### src/pkg/dctim_pkg.sv
// constants, register map and types for the dual channel capture timer
`default_nettype none
package dctim_pkg;
  localparam int unsigned CLK_HZ = 25000000;
  localparam logic [3:0] ADDR_CTRL = 4'h0;
  localparam logic [3:0] ADDR_CNT = 4'h1;
  localparam logic [3:0] ADDR_MOD = 4'h2;
  localparam logic [3:0] ADDR_CH0_CTRL = 4'h3;
  localparam logic [3:0] ADDR_CH0_VAL = 4'h4;
  localparam logic [3:0] ADDR_CH1_CTRL = 4'h5;
  localparam logic [3:0] ADDR_CH1_VAL = 4'h6;
  localparam logic [15:0] MOD_RESET = 16'hFFFF;
  localparam logic [15:0] CNT_ZERO = 16'h0000;
  localparam logic [15:0] CNT_ONE = 16'h0001;
  // timer control register fields
  localparam int CTRL_PS_LSB = 0;
  localparam int CTRL_RST = 4;
  localparam int CTRL_STOP = 5;
  localparam int CTRL_OVIE = 6;
  localparam int CTRL_OVF = 7;
  localparam logic [2:0] PS_EXT = 3'h7;
  // channel control register fields
  localparam int CH_TOV = 0;
  localparam int CH_ELS_LSB = 2;
  localparam int CH_MODE = 4;
  localparam int CH_LINK = 5;
  localparam int CH_IE = 6;
  localparam int CH_FLAG = 7;
  localparam logic [31:0] CTRL_RESET = 32'h0000_0020;
  typedef enum logic [1:0] {
    DCTIM_ACT_NONE,
    DCTIM_ACT_TOGGLE,
    DCTIM_ACT_CLEAR,
    DCTIM_ACT_SET
  } dctim_act_e;
endpackage
`default_nettype wire

### src/dctim_top.sv
// dual channel capture timer with avalon register slave
//
// Decided for this implementation: the register addresses and the Avalon-MM slave port.
`default_nettype none
module dctim_top (
  input wire logic core_clk_i,
  input wire logic rst_n_i,
  input wire logic [3:0] avs_address_i,
  input wire logic avs_read_i,
  input wire logic avs_write_i,
  input wire logic [31:0] avs_writedata_i,
  input wire logic [3:0] avs_byteenable_i,
  output logic [31:0] avs_readdata_o,
  output logic avs_waitrequest_o,
  input wire logic channel0_pin_i,
  output logic channel0_pin_o,
  output logic channel0_pin_oe_o,
  input wire logic channel1_pin_i,
  output logic channel1_pin_o,
  output logic channel1_pin_oe_o,
  input wire logic external_timer_clock_pin_i,
  input wire logic [2:0] port_out_i,
  input wire logic [2:0] port_oe_i,
  output logic ovf_irq_o,
  output logic ch0_irq_o,
  output logic ch1_irq_o
);
  logic [7:0] ctrl_q;
  logic [15:0] count_q;
  logic [15:0] mod_q;
  logic [7:0] ch0_ctrl_q;
  logic [7:0] ch1_ctrl_q;
  logic [15:0] ch0_cmp_q;
  logic [15:0] ch1_cmp_q;
  logic [6:0] presc_q;
  logic [6:0] presc_prev_q;
  logic ext_q;
  logic ack_q;
  logic [31:0] rdata_q;
  logic buf_sel_q;
  logic buf_pend_q;
  logic tick;
  logic ovf_tick;
  logic [2:0] ps;
  logic linked;
  logic ev0;
  logic ev1;
  logic [15:0] cap0;
  logic [15:0] cap1;
  logic pin0_out;
  logic pin1_out;
  logic [15:0] cmp0_live;
  logic wr_acc;
  logic rd_acc;
  logic [31:0] wmask;
  logic clr_ovf;
  logic clr_ch0;
  logic clr_ch1;

  // one-cycle acknowledge: waitrequest drops in the cycle after the request rises
  assign avs_waitrequest_o = (avs_read_i || avs_write_i) && !ack_q;
  assign wr_acc = avs_write_i && !avs_waitrequest_o;
  assign rd_acc = avs_read_i && !avs_waitrequest_o;
  assign wmask = {{8{avs_byteenable_i[3]}}, {8{avs_byteenable_i[2]}},
                  {8{avs_byteenable_i[1]}}, {8{avs_byteenable_i[0]}}};

  always_ff @(posedge core_clk_i or negedge rst_n_i) begin
    if (!rst_n_i) begin
      ack_q <= 1'b0;
    end else begin
      ack_q <= (avs_read_i || avs_write_i) && !ack_q;
    end
  end

  // prescaler: taps 0..6 give bus/1 .. bus/64, code 7 uses the external pin
  assign ps = ctrl_q[dctim_pkg::CTRL_PS_LSB +: 3];
  always_ff @(posedge core_clk_i or negedge rst_n_i) begin
    if (!rst_n_i) begin
      presc_q <= 7'h00;
      presc_prev_q <= 7'h00;
      ext_q <= 1'b0;
    end else begin
      presc_q <= ctrl_q[dctim_pkg::CTRL_RST] ? 7'h00 : presc_q + 7'h01;
      presc_prev_q <= presc_q;
      ext_q <= external_timer_clock_pin_i;
    end
  end

  always_comb begin
    if (ps == dctim_pkg::PS_EXT) begin
      tick = external_timer_clock_pin_i && !ext_q;
    end else if (ps == 3'h0) begin
      tick = 1'b1;
    end else begin
      tick = presc_q[ps - 3'h1] && !presc_prev_q[ps - 3'h1];
    end
    tick = tick && !ctrl_q[dctim_pkg::CTRL_STOP] && !ctrl_q[dctim_pkg::CTRL_RST];
  end

  assign ovf_tick = tick && (count_q == mod_q);

  always_ff @(posedge core_clk_i or negedge rst_n_i) begin
    if (!rst_n_i) begin
      count_q <= dctim_pkg::CNT_ZERO;
    end else if (ctrl_q[dctim_pkg::CTRL_RST]) begin
      count_q <= dctim_pkg::CNT_ZERO;
    end else if (ovf_tick) begin
      count_q <= dctim_pkg::CNT_ZERO;
    end else if (tick) begin
      count_q <= count_q + dctim_pkg::CNT_ONE;
    end
  end

  always_ff @(posedge core_clk_i or negedge rst_n_i) begin
    if (!rst_n_i) begin
      mod_q <= dctim_pkg::MOD_RESET;
    end else if (wr_acc && avs_address_i == dctim_pkg::ADDR_MOD) begin
      mod_q <= (mod_q & ~wmask[15:0]) | (avs_writedata_i[15:0] & wmask[15:0]);
    end
  end

  // flags are cleared by writing one; a same-cycle event keeps the flag set
  assign clr_ovf = wr_acc && avs_address_i == dctim_pkg::ADDR_CTRL && avs_byteenable_i[0] &&
    avs_writedata_i[dctim_pkg::CTRL_OVF];
  assign clr_ch0 = wr_acc && avs_address_i == dctim_pkg::ADDR_CH0_CTRL && avs_byteenable_i[0] &&
    avs_writedata_i[dctim_pkg::CH_FLAG];
  assign clr_ch1 = wr_acc && avs_address_i == dctim_pkg::ADDR_CH1_CTRL && avs_byteenable_i[0] &&
    avs_writedata_i[dctim_pkg::CH_FLAG];

  always_ff @(posedge core_clk_i or negedge rst_n_i) begin
    if (!rst_n_i) begin
      ctrl_q <= dctim_pkg::CTRL_RESET[7:0];
    end else begin
      if (wr_acc && avs_address_i == dctim_pkg::ADDR_CTRL && avs_byteenable_i[0]) begin
        ctrl_q[6:0] <= avs_writedata_i[6:0];
      end
      if (ovf_tick) begin
        ctrl_q[dctim_pkg::CTRL_OVF] <= 1'b1;
      end else if (clr_ovf) begin
        ctrl_q[dctim_pkg::CTRL_OVF] <= 1'b0;
      end
    end
  end

  always_ff @(posedge core_clk_i or negedge rst_n_i) begin
    if (!rst_n_i) begin
      ch0_ctrl_q <= 8'h00;
      ch1_ctrl_q <= 8'h00;
    end else begin
      if (wr_acc && avs_address_i == dctim_pkg::ADDR_CH0_CTRL && avs_byteenable_i[0]) begin
        ch0_ctrl_q[6:0] <= avs_writedata_i[6:0];
      end
      if (wr_acc && avs_address_i == dctim_pkg::ADDR_CH1_CTRL && avs_byteenable_i[0]) begin
        ch1_ctrl_q[6:0] <= avs_writedata_i[6:0];
      end
      if (ev0) begin
        ch0_ctrl_q[dctim_pkg::CH_FLAG] <= 1'b1;
      end else if (clr_ch0) begin
        ch0_ctrl_q[dctim_pkg::CH_FLAG] <= 1'b0;
      end
      if (ev1) begin
        ch1_ctrl_q[dctim_pkg::CH_FLAG] <= 1'b1;
      end else if (clr_ch1) begin
        ch1_ctrl_q[dctim_pkg::CH_FLAG] <= 1'b0;
      end
    end
  end

  always_ff @(posedge core_clk_i or negedge rst_n_i) begin
    if (!rst_n_i) begin
      ch0_cmp_q <= dctim_pkg::CNT_ZERO;
      ch1_cmp_q <= dctim_pkg::CNT_ZERO;
    end else if (wr_acc) begin
      if (avs_address_i == dctim_pkg::ADDR_CH0_VAL) begin
        ch0_cmp_q <= (ch0_cmp_q & ~wmask[15:0]) | (avs_writedata_i[15:0] & wmask[15:0]);
      end
      if (avs_address_i == dctim_pkg::ADDR_CH1_VAL) begin
        ch1_cmp_q <= (ch1_cmp_q & ~wmask[15:0]) | (avs_writedata_i[15:0] & wmask[15:0]);
      end
    end
  end

  // buffered link: pending selection remembers which set was written last
  assign linked = ch0_ctrl_q[dctim_pkg::CH_LINK];
  always_ff @(posedge core_clk_i or negedge rst_n_i) begin
    if (!rst_n_i) begin
      buf_sel_q <= 1'b0;
      buf_pend_q <= 1'b0;
    end else if (!linked) begin
      buf_sel_q <= 1'b0;
      buf_pend_q <= 1'b0;
    end else begin
      if (wr_acc && avs_address_i == dctim_pkg::ADDR_CH1_VAL) begin
        buf_pend_q <= 1'b1;
      end else if (wr_acc && avs_address_i == dctim_pkg::ADDR_CH0_VAL) begin
        buf_pend_q <= 1'b0;
      end
      if (ovf_tick) begin
        buf_sel_q <= buf_pend_q;
      end
    end
  end

  assign cmp0_live = (linked && buf_sel_q) ? ch1_cmp_q : ch0_cmp_q;

  dctim_channel u_ch0 (
    .core_clk_i(core_clk_i),
    .rst_n_i(rst_n_i),
    .tick_i(tick),
    .ovf_i(ovf_tick),
    .count_i(count_q),
    .cmp_val_i(cmp0_live),
    .capture_mode_i(!linked && !ch0_ctrl_q[dctim_pkg::CH_MODE]),
    .edge_sel_i(ch0_ctrl_q[dctim_pkg::CH_ELS_LSB +: 2]),
    .tov_i(ch0_ctrl_q[dctim_pkg::CH_TOV]),
    .enable_i(1'b1),
    .pin_i(channel0_pin_i),
    .event_o(ev0),
    .cap_val_o(cap0),
    .pin_o(pin0_out)
  );

  dctim_channel u_ch1 (
    .core_clk_i(core_clk_i),
    .rst_n_i(rst_n_i),
    .tick_i(tick),
    .ovf_i(ovf_tick),
    .count_i(count_q),
    .cmp_val_i(ch1_cmp_q),
    .capture_mode_i(!ch1_ctrl_q[dctim_pkg::CH_MODE]),
    .edge_sel_i(ch1_ctrl_q[dctim_pkg::CH_ELS_LSB +: 2]),
    .tov_i(ch1_ctrl_q[dctim_pkg::CH_TOV]),
    .enable_i(!linked),
    .pin_i(channel1_pin_i),
    .event_o(ev1),
    .cap_val_o(cap1),
    .pin_o(pin1_out)
  );

  // pins fall back to the port when the timer does not drive them
  always_comb begin
    if (ch0_ctrl_q[dctim_pkg::CH_MODE] || linked) begin
      channel0_pin_o = pin0_out;
      channel0_pin_oe_o = 1'b1;
    end else begin
      channel0_pin_o = port_out_i[0];
      channel0_pin_oe_o = port_oe_i[0];
    end
    if (ch1_ctrl_q[dctim_pkg::CH_MODE] && !linked) begin
      channel1_pin_o = pin1_out;
      channel1_pin_oe_o = 1'b1;
    end else begin
      channel1_pin_o = port_out_i[1];
      channel1_pin_oe_o = port_oe_i[1];
    end
  end

  assign ovf_irq_o = ctrl_q[dctim_pkg::CTRL_OVF] && ctrl_q[dctim_pkg::CTRL_OVIE];
  assign ch0_irq_o = ch0_ctrl_q[dctim_pkg::CH_FLAG] && ch0_ctrl_q[dctim_pkg::CH_IE];
  assign ch1_irq_o = ch1_ctrl_q[dctim_pkg::CH_FLAG] && ch1_ctrl_q[dctim_pkg::CH_IE];

  // reads have no side effects, so sampling the counter never disturbs it
  always_ff @(posedge core_clk_i or negedge rst_n_i) begin
    if (!rst_n_i) begin
      rdata_q <= 32'h0000_0000;
    end else if (avs_read_i && avs_waitrequest_o) begin
      case (avs_address_i)
        dctim_pkg::ADDR_CTRL: rdata_q <= {24'h000000, ctrl_q};
        dctim_pkg::ADDR_CNT: rdata_q <= {16'h0000, count_q};
        dctim_pkg::ADDR_MOD: rdata_q <= {16'h0000, mod_q};
        dctim_pkg::ADDR_CH0_CTRL: rdata_q <= {24'h000000, ch0_ctrl_q};
        dctim_pkg::ADDR_CH0_VAL: rdata_q <= {16'h0000,
          ch0_ctrl_q[dctim_pkg::CH_MODE] || linked ? ch0_cmp_q : cap0};
        dctim_pkg::ADDR_CH1_CTRL: rdata_q <= {24'h000000, ch1_ctrl_q};
        dctim_pkg::ADDR_CH1_VAL: rdata_q <= {16'h0000,
          ch1_ctrl_q[dctim_pkg::CH_MODE] || linked ? ch1_cmp_q : cap1};
        default: rdata_q <= 32'h0000_0000;
      endcase
    end
  end
  assign avs_readdata_o = rdata_q;

  AST_WRAP_ZERO: assert property (@(posedge core_clk_i) disable iff (!rst_n_i)
    ovf_tick |=> count_q == dctim_pkg::CNT_ZERO)
    else $error("counter did not wrap to zero");
  AST_STOP_HOLDS: assert property (@(posedge core_clk_i) disable iff (!rst_n_i)
    ctrl_q[dctim_pkg::CTRL_STOP] && !ctrl_q[dctim_pkg::CTRL_RST] |=> $stable(count_q))
    else $error("stopped counter moved");
  AST_OVF_FLAG: assert property (@(posedge core_clk_i) disable iff (!rst_n_i)
    ovf_tick |=> ctrl_q[dctim_pkg::CTRL_OVF])
    else $error("overflow flag not set");
  AST_CH_FLAG: assert property (@(posedge core_clk_i) disable iff (!rst_n_i)
    ev0 |=> ch0_ctrl_q[dctim_pkg::CH_FLAG])
    else $error("channel flag not set");
  AST_BUF_SWAP: assert property (@(posedge core_clk_i) disable iff (!rst_n_i)
    linked && ovf_tick && buf_pend_q |=> buf_sel_q)
    else $error("buffered set did not switch");
  AST_COUNT_UP: assert property (@(posedge core_clk_i) disable iff (!rst_n_i)
    tick && !ovf_tick |=> count_q == $past(count_q) + dctim_pkg::CNT_ONE)
    else $error("counter did not step");
  AST_READ_ACK: assert property (@(posedge core_clk_i) disable iff (!rst_n_i)
    $rose(avs_read_i) |-> avs_waitrequest_o ##1 !avs_waitrequest_o)
    else $error("read not answered in one cycle");
  AST_CH1_FREED: assert property (@(posedge core_clk_i) disable iff (!rst_n_i)
    linked |-> channel1_pin_o == port_out_i[1] && !ev1)
    else $error("channel one pin not freed while linked");
endmodule
`default_nettype wire

### src/dctim_channel.sv
// one capture / compare channel with its pin logic
`default_nettype none
module dctim_channel (
  input wire logic core_clk_i,
  input wire logic rst_n_i,
  input wire logic tick_i,
  input wire logic ovf_i,
  input wire logic [15:0] count_i,
  input wire logic [15:0] cmp_val_i,
  input wire logic capture_mode_i,
  input wire logic [1:0] edge_sel_i,
  input wire logic tov_i,
  input wire logic enable_i,
  input wire logic pin_i,
  output logic event_o,
  output logic [15:0] cap_val_o,
  output logic pin_o
);
  logic pin_q;
  logic rise;
  logic fall;
  logic cap_hit;
  logic cmp_hit;
  dctim_pkg::dctim_act_e act;

  assign act = dctim_pkg::dctim_act_e'(edge_sel_i);
  assign rise = pin_i && !pin_q;
  assign fall = !pin_i && pin_q;
  // edge select: 1 rising, 2 falling, 3 either; 0 disables capture
  assign cap_hit = enable_i && capture_mode_i &&
    ((edge_sel_i[0] && rise) || (edge_sel_i[1] && fall));
  // compare looks only at the live value, so a passed new value misses this period
  assign cmp_hit = enable_i && !capture_mode_i && tick_i && (count_i == cmp_val_i);
  assign event_o = cap_hit || cmp_hit;

  always_ff @(posedge core_clk_i or negedge rst_n_i) begin
    if (!rst_n_i) begin
      pin_q <= 1'b0;
    end else begin
      pin_q <= pin_i;
    end
  end

  always_ff @(posedge core_clk_i or negedge rst_n_i) begin
    if (!rst_n_i) begin
      cap_val_o <= dctim_pkg::CNT_ZERO;
    end else if (cap_hit) begin
      cap_val_o <= count_i;
    end
  end

  // compare action wins over the overflow toggle when both land together
  always_ff @(posedge core_clk_i or negedge rst_n_i) begin
    if (!rst_n_i) begin
      pin_o <= 1'b0;
    end else if (cmp_hit) begin
      case (act)
        dctim_pkg::DCTIM_ACT_TOGGLE: pin_o <= !pin_o;
        dctim_pkg::DCTIM_ACT_CLEAR: pin_o <= 1'b0;
        dctim_pkg::DCTIM_ACT_SET: pin_o <= 1'b1;
        default: pin_o <= pin_o;
      endcase
    end else if (enable_i && !capture_mode_i && ovf_i && tov_i) begin
      pin_o <= !pin_o;
    end
  end

  AST_CAPTURE_VALUE: assert property (@(posedge core_clk_i) disable iff (!rst_n_i)
    cap_hit |=> cap_val_o == $past(count_i))
    else $error("capture did not latch the counter");
  AST_TOV_TOGGLE: assert property (@(posedge core_clk_i) disable iff (!rst_n_i)
    (enable_i && !capture_mode_i && ovf_i && tov_i && !cmp_hit) |=> pin_o != $past(pin_o))
    else $error("overflow toggle missing");
endmodule
`default_nettype wire

### config.mk
export PLATFORM = sky130hd
export DESIGN_NAME = dctim_top
export DESIGN_NICKNAME = d
export VERILOG_FILES = /design/src/pkg/dctim_pkg.sv /design/src/dctim_top.sv /design/src/dctim_channel.sv
export SDC_FILE = /design/constraint.sdc
export NUM_CORES = 1
export LEC_CHECK = 0
export BUFFER_PORTS_ARGS = -buffer_cell sky130_fd_sc_hd__buf_2
export CAP_MARGIN = 30
export CORE_MARGIN = 2
export CORE_UTILIZATION = 55
export CTS_CLUSTER_DIAMETER = 60
export CTS_CLUSTER_SIZE = 25
export DETAILED_ROUTE_END_ITERATION = 10
export PLACE_DENSITY_LB_ADDON = 0.08
export SLEW_MARGIN = 10
export SYNTH_ARGS = -nofsm -noshare
export SYNTH_HDL_FRONTEND = slang
export SYNTH_SLANG_ARGS = --single-unit
### constraint.sdc
create_clock -name core_clk_i -period 3.1 [get_ports core_clk_i]
set_input_delay 0.31 -clock core_clk_i [delete_from_list [all_inputs] [get_ports core_clk_i]]
set_output_delay 0.31 -clock core_clk_i [all_outputs]
set_load 0.02 [all_outputs]
==> flow_summary.ini <==
[run_status]
outcome = completed

[clock_network]
clk_path_buf_depth = 2
root_buffer = clkbuf_16
cts_made_buffers = 17
cts_tree = yes
post_cts_resize_count = 0
cts_htree_levels = 4
clk-insertion-delay-late_ps = 430
clk_pin_slew_worst_paths_ps = 70
clock-sinks = 158

[worst_setup_path]
crit_path_end_kind = register
cp.required_ps = 3440
crit_fanout = 22
crit_chain = inv_1, ha_1, nor3b_1, a311oi_1, o22ai_1, o211ai_1, buf_4, or4_1, a21oi_1
crit_slowest_cell = or4_1
slowest_delay_ps = 520
arrival_ps = 2950
critPathKind = reg -> reg
start_kind = register

[layout]
fin_util = 0.626
diodes = 0
fin_nets = 898
fill_cells = 1207
area_growth_pct = 12.2
drive_gt1_frac = 0.304

[yosys]
yosysMostFrequentCell = dfrtp_1
avgSynthCellArea_um2 = 10.7
synth_commonest_cells = 141 x dfrtp_1, 106 x mux2_2, 66 x nand2_1
synth_simple_gate_area_share = 0.136
synthMuxAreaShare = 0.189
synth_compound_area_frac = 0.0890
synthAdderAreaFrac = 0.00743
synthTopCellsByArea = dfrtp_1 42%, mux2_2 14%, dfstp_2 5.3%
synth_top_area_share = 0.419
syn_inst = 785
synth_edf_count = 0
synth_flop_cell = dfrtp_1
synth-async-reset-ratio = 1.00
seq_area_frac_synth = 0.472
synthXorXnorAreaFrac = 0.0581
synth_top_cell_by_area = dfrtp_1
netlist_area_um2 = 8420
synth_top_family_by_area = multiplexers
synth_seq_cells = 158
yosysUniqueCellTypes = 55
yosys_warnings = 0

[global_route]
met3_usage = 0.0651
grt_max_degree = 79
grt.met2_usage = 0.435
grtUsageMet1 = 0.392
top_usage_layer = met2
antenna_found_initial = 0
gr-total-overflow = 0
grt_pass1_vias = 6237
grt_pass1_wl_um = 34800
grt.total_usage = 0.283

[power]
p_int_w = 0.00421
ir_drop_uv = 444
power.total_w = 0.00622
pwr-share-comb = 0.230
switching_share = 0.323
power_switching_w = 0.00201
power.density_nw_per_um2 = 658
clock_power_share = 0.333
power.leakage_nw = 4.32
seqPwrFrac = 0.437

[detailed_routing]
finalWirelength_um = 22100
drc = 0
postRouteAntennaNets = 0
vias_per_cell = 6.08
drt_first_pass_iters = 5
drt_iter0_drc = 510
num_vias = 6333
wl_per_cell_um = 21.2

[sta]
hold_ws_ps = 12.2
hold_viol = 0
slew_viol_final = 0
slew_headroom = 0.464
skew_ps = 9.68
timing.fmax_mhz = 384
max_slew.worst_pin.slew_ps = 798
setup_viol = 0
rsz0062_at_grt = false
finalCritPeriodShare = 0.840
fin_ws_ps = 496
final.min_clock_period_ps = 2600
setup_tns_ps = 0

[floorplanning]
ios = 93
initial_core_util = 0.558
core_area_um2 = 15100
die_y_um = 128
dieArea_um2 = 16300
die_w_um = 128
rows = 45

[run]
cap_violations = 0

[place]
post-place-ws_ps = 305
port_buffers = 56
post-dp-hpwl_um = 15500
place.gp.congestion = 0.869

[worst_hold_path]
hp-class = in -> reg
logic make-up (layout without fill, tap and decap cells):
group | Yosys count | after routing
fa+ha+maj | 5 | 5
xor+xnor | 55 | 55
compound gates | 123 | 123
other cells | 1 | 16
simple gates | 225 | 225
mux | 146 | 146
buf+inv | 72 | 125
flops | 158 | 158
final cells by class:
type	count	area (µm²)	share of cell area
Multi-Input combinational cell	570	4100	0.434
Clock buffer	21	470	0.0498
Timing Repair Buffer	86	539	0.0570
Inverter	7	26.3	0.00278
Sequential cell	158	3980	0.421
Tap cell	188	235	0.0249
Clock inverter	11	108	0.0114
critical path: cells and delay by family (launching register included):
| family | cells | cell delay (ps) |
|---|---|---|
| AOI/OAI and AO/OA | 4 | 520 |
| buffers and inverters | 2 | 370 |
| adders and majority gates | 1 | 380 |
| DFF | 1 | 490 |
| and+or+nand+nor | 2 | 740 |
routing by layer:
layer | part of all wire | vias to the layer above
met5 | 0 | -
li1 | - | 2861
met1 | 0.44 | 3169
met3 | 0.072 | 54
met2 | 0.45 | 249
met4 | 0.031 | 0
stage by stage:
stage / cells / cell area (µm²)
6_report: 1041 / 9450
5_1_grt: 1041 / 9450
3_5_place_dp: 1005 / 8840
4_1_cts: 1040 / 9450
3_3_place_gp: 1004 / 8810
2_1_floorplan: 800 / 8480
cells in the final DEF (no fill, tap or decap), types with 14 or more instances in the layout:
cell type    n
conb_1      16
nand2_1     66
buf_2       55
nor2b_1     14
nor2_1      48
dfstp_2     17
mux2_2     106
nand3_1     19
xnor2_1     35
xor2_1      19
o21ai_0     37
buf_4       26
o22ai_1     16
clkbuf_16   17
dfrtp_1    141
a21oi_1     31
mux2i_1     39
power groups by stage:
stage	registers [W]	logic [W]	clock network (W)
floorplan	0.00261	0.00110	0
global placement	0.00275	0.00136	0
detailed placement	0.00275	0.00141	0
CTS	0.00272	0.00142	0.00208
global route	0.00276	0.00157	0.00217
finish	0.00272	0.00143	0.00207
final timing paths:
kind	start	endpoint	slack, ps	depth (start not counted)
max in group asynchronous	rst_n_i	async pin	1650	3
worst min register to register	presc_q[6]	presc_prev_q[6]	450	0
min in group asynchronous	rst_n_i	u_ch1.pin_q	480	2
worst max register to register	ctrl_q[0]	count_q[15]	500	9
worst min-delay path	channel1_pin_i	u_ch1.pin_q	10	1
worst max-delay path	ctrl_q[0]	count_q[15]	500	9
what timing repair did:
action | CTS | global route
endpoints found under the hold margin | 70 | 0
endpoints found under the setup margin | 0 | 0
hold buffers | 3 | 0
setup buffers | 0 | 0
Note: power is estimated with default switching activity, not from simulation.
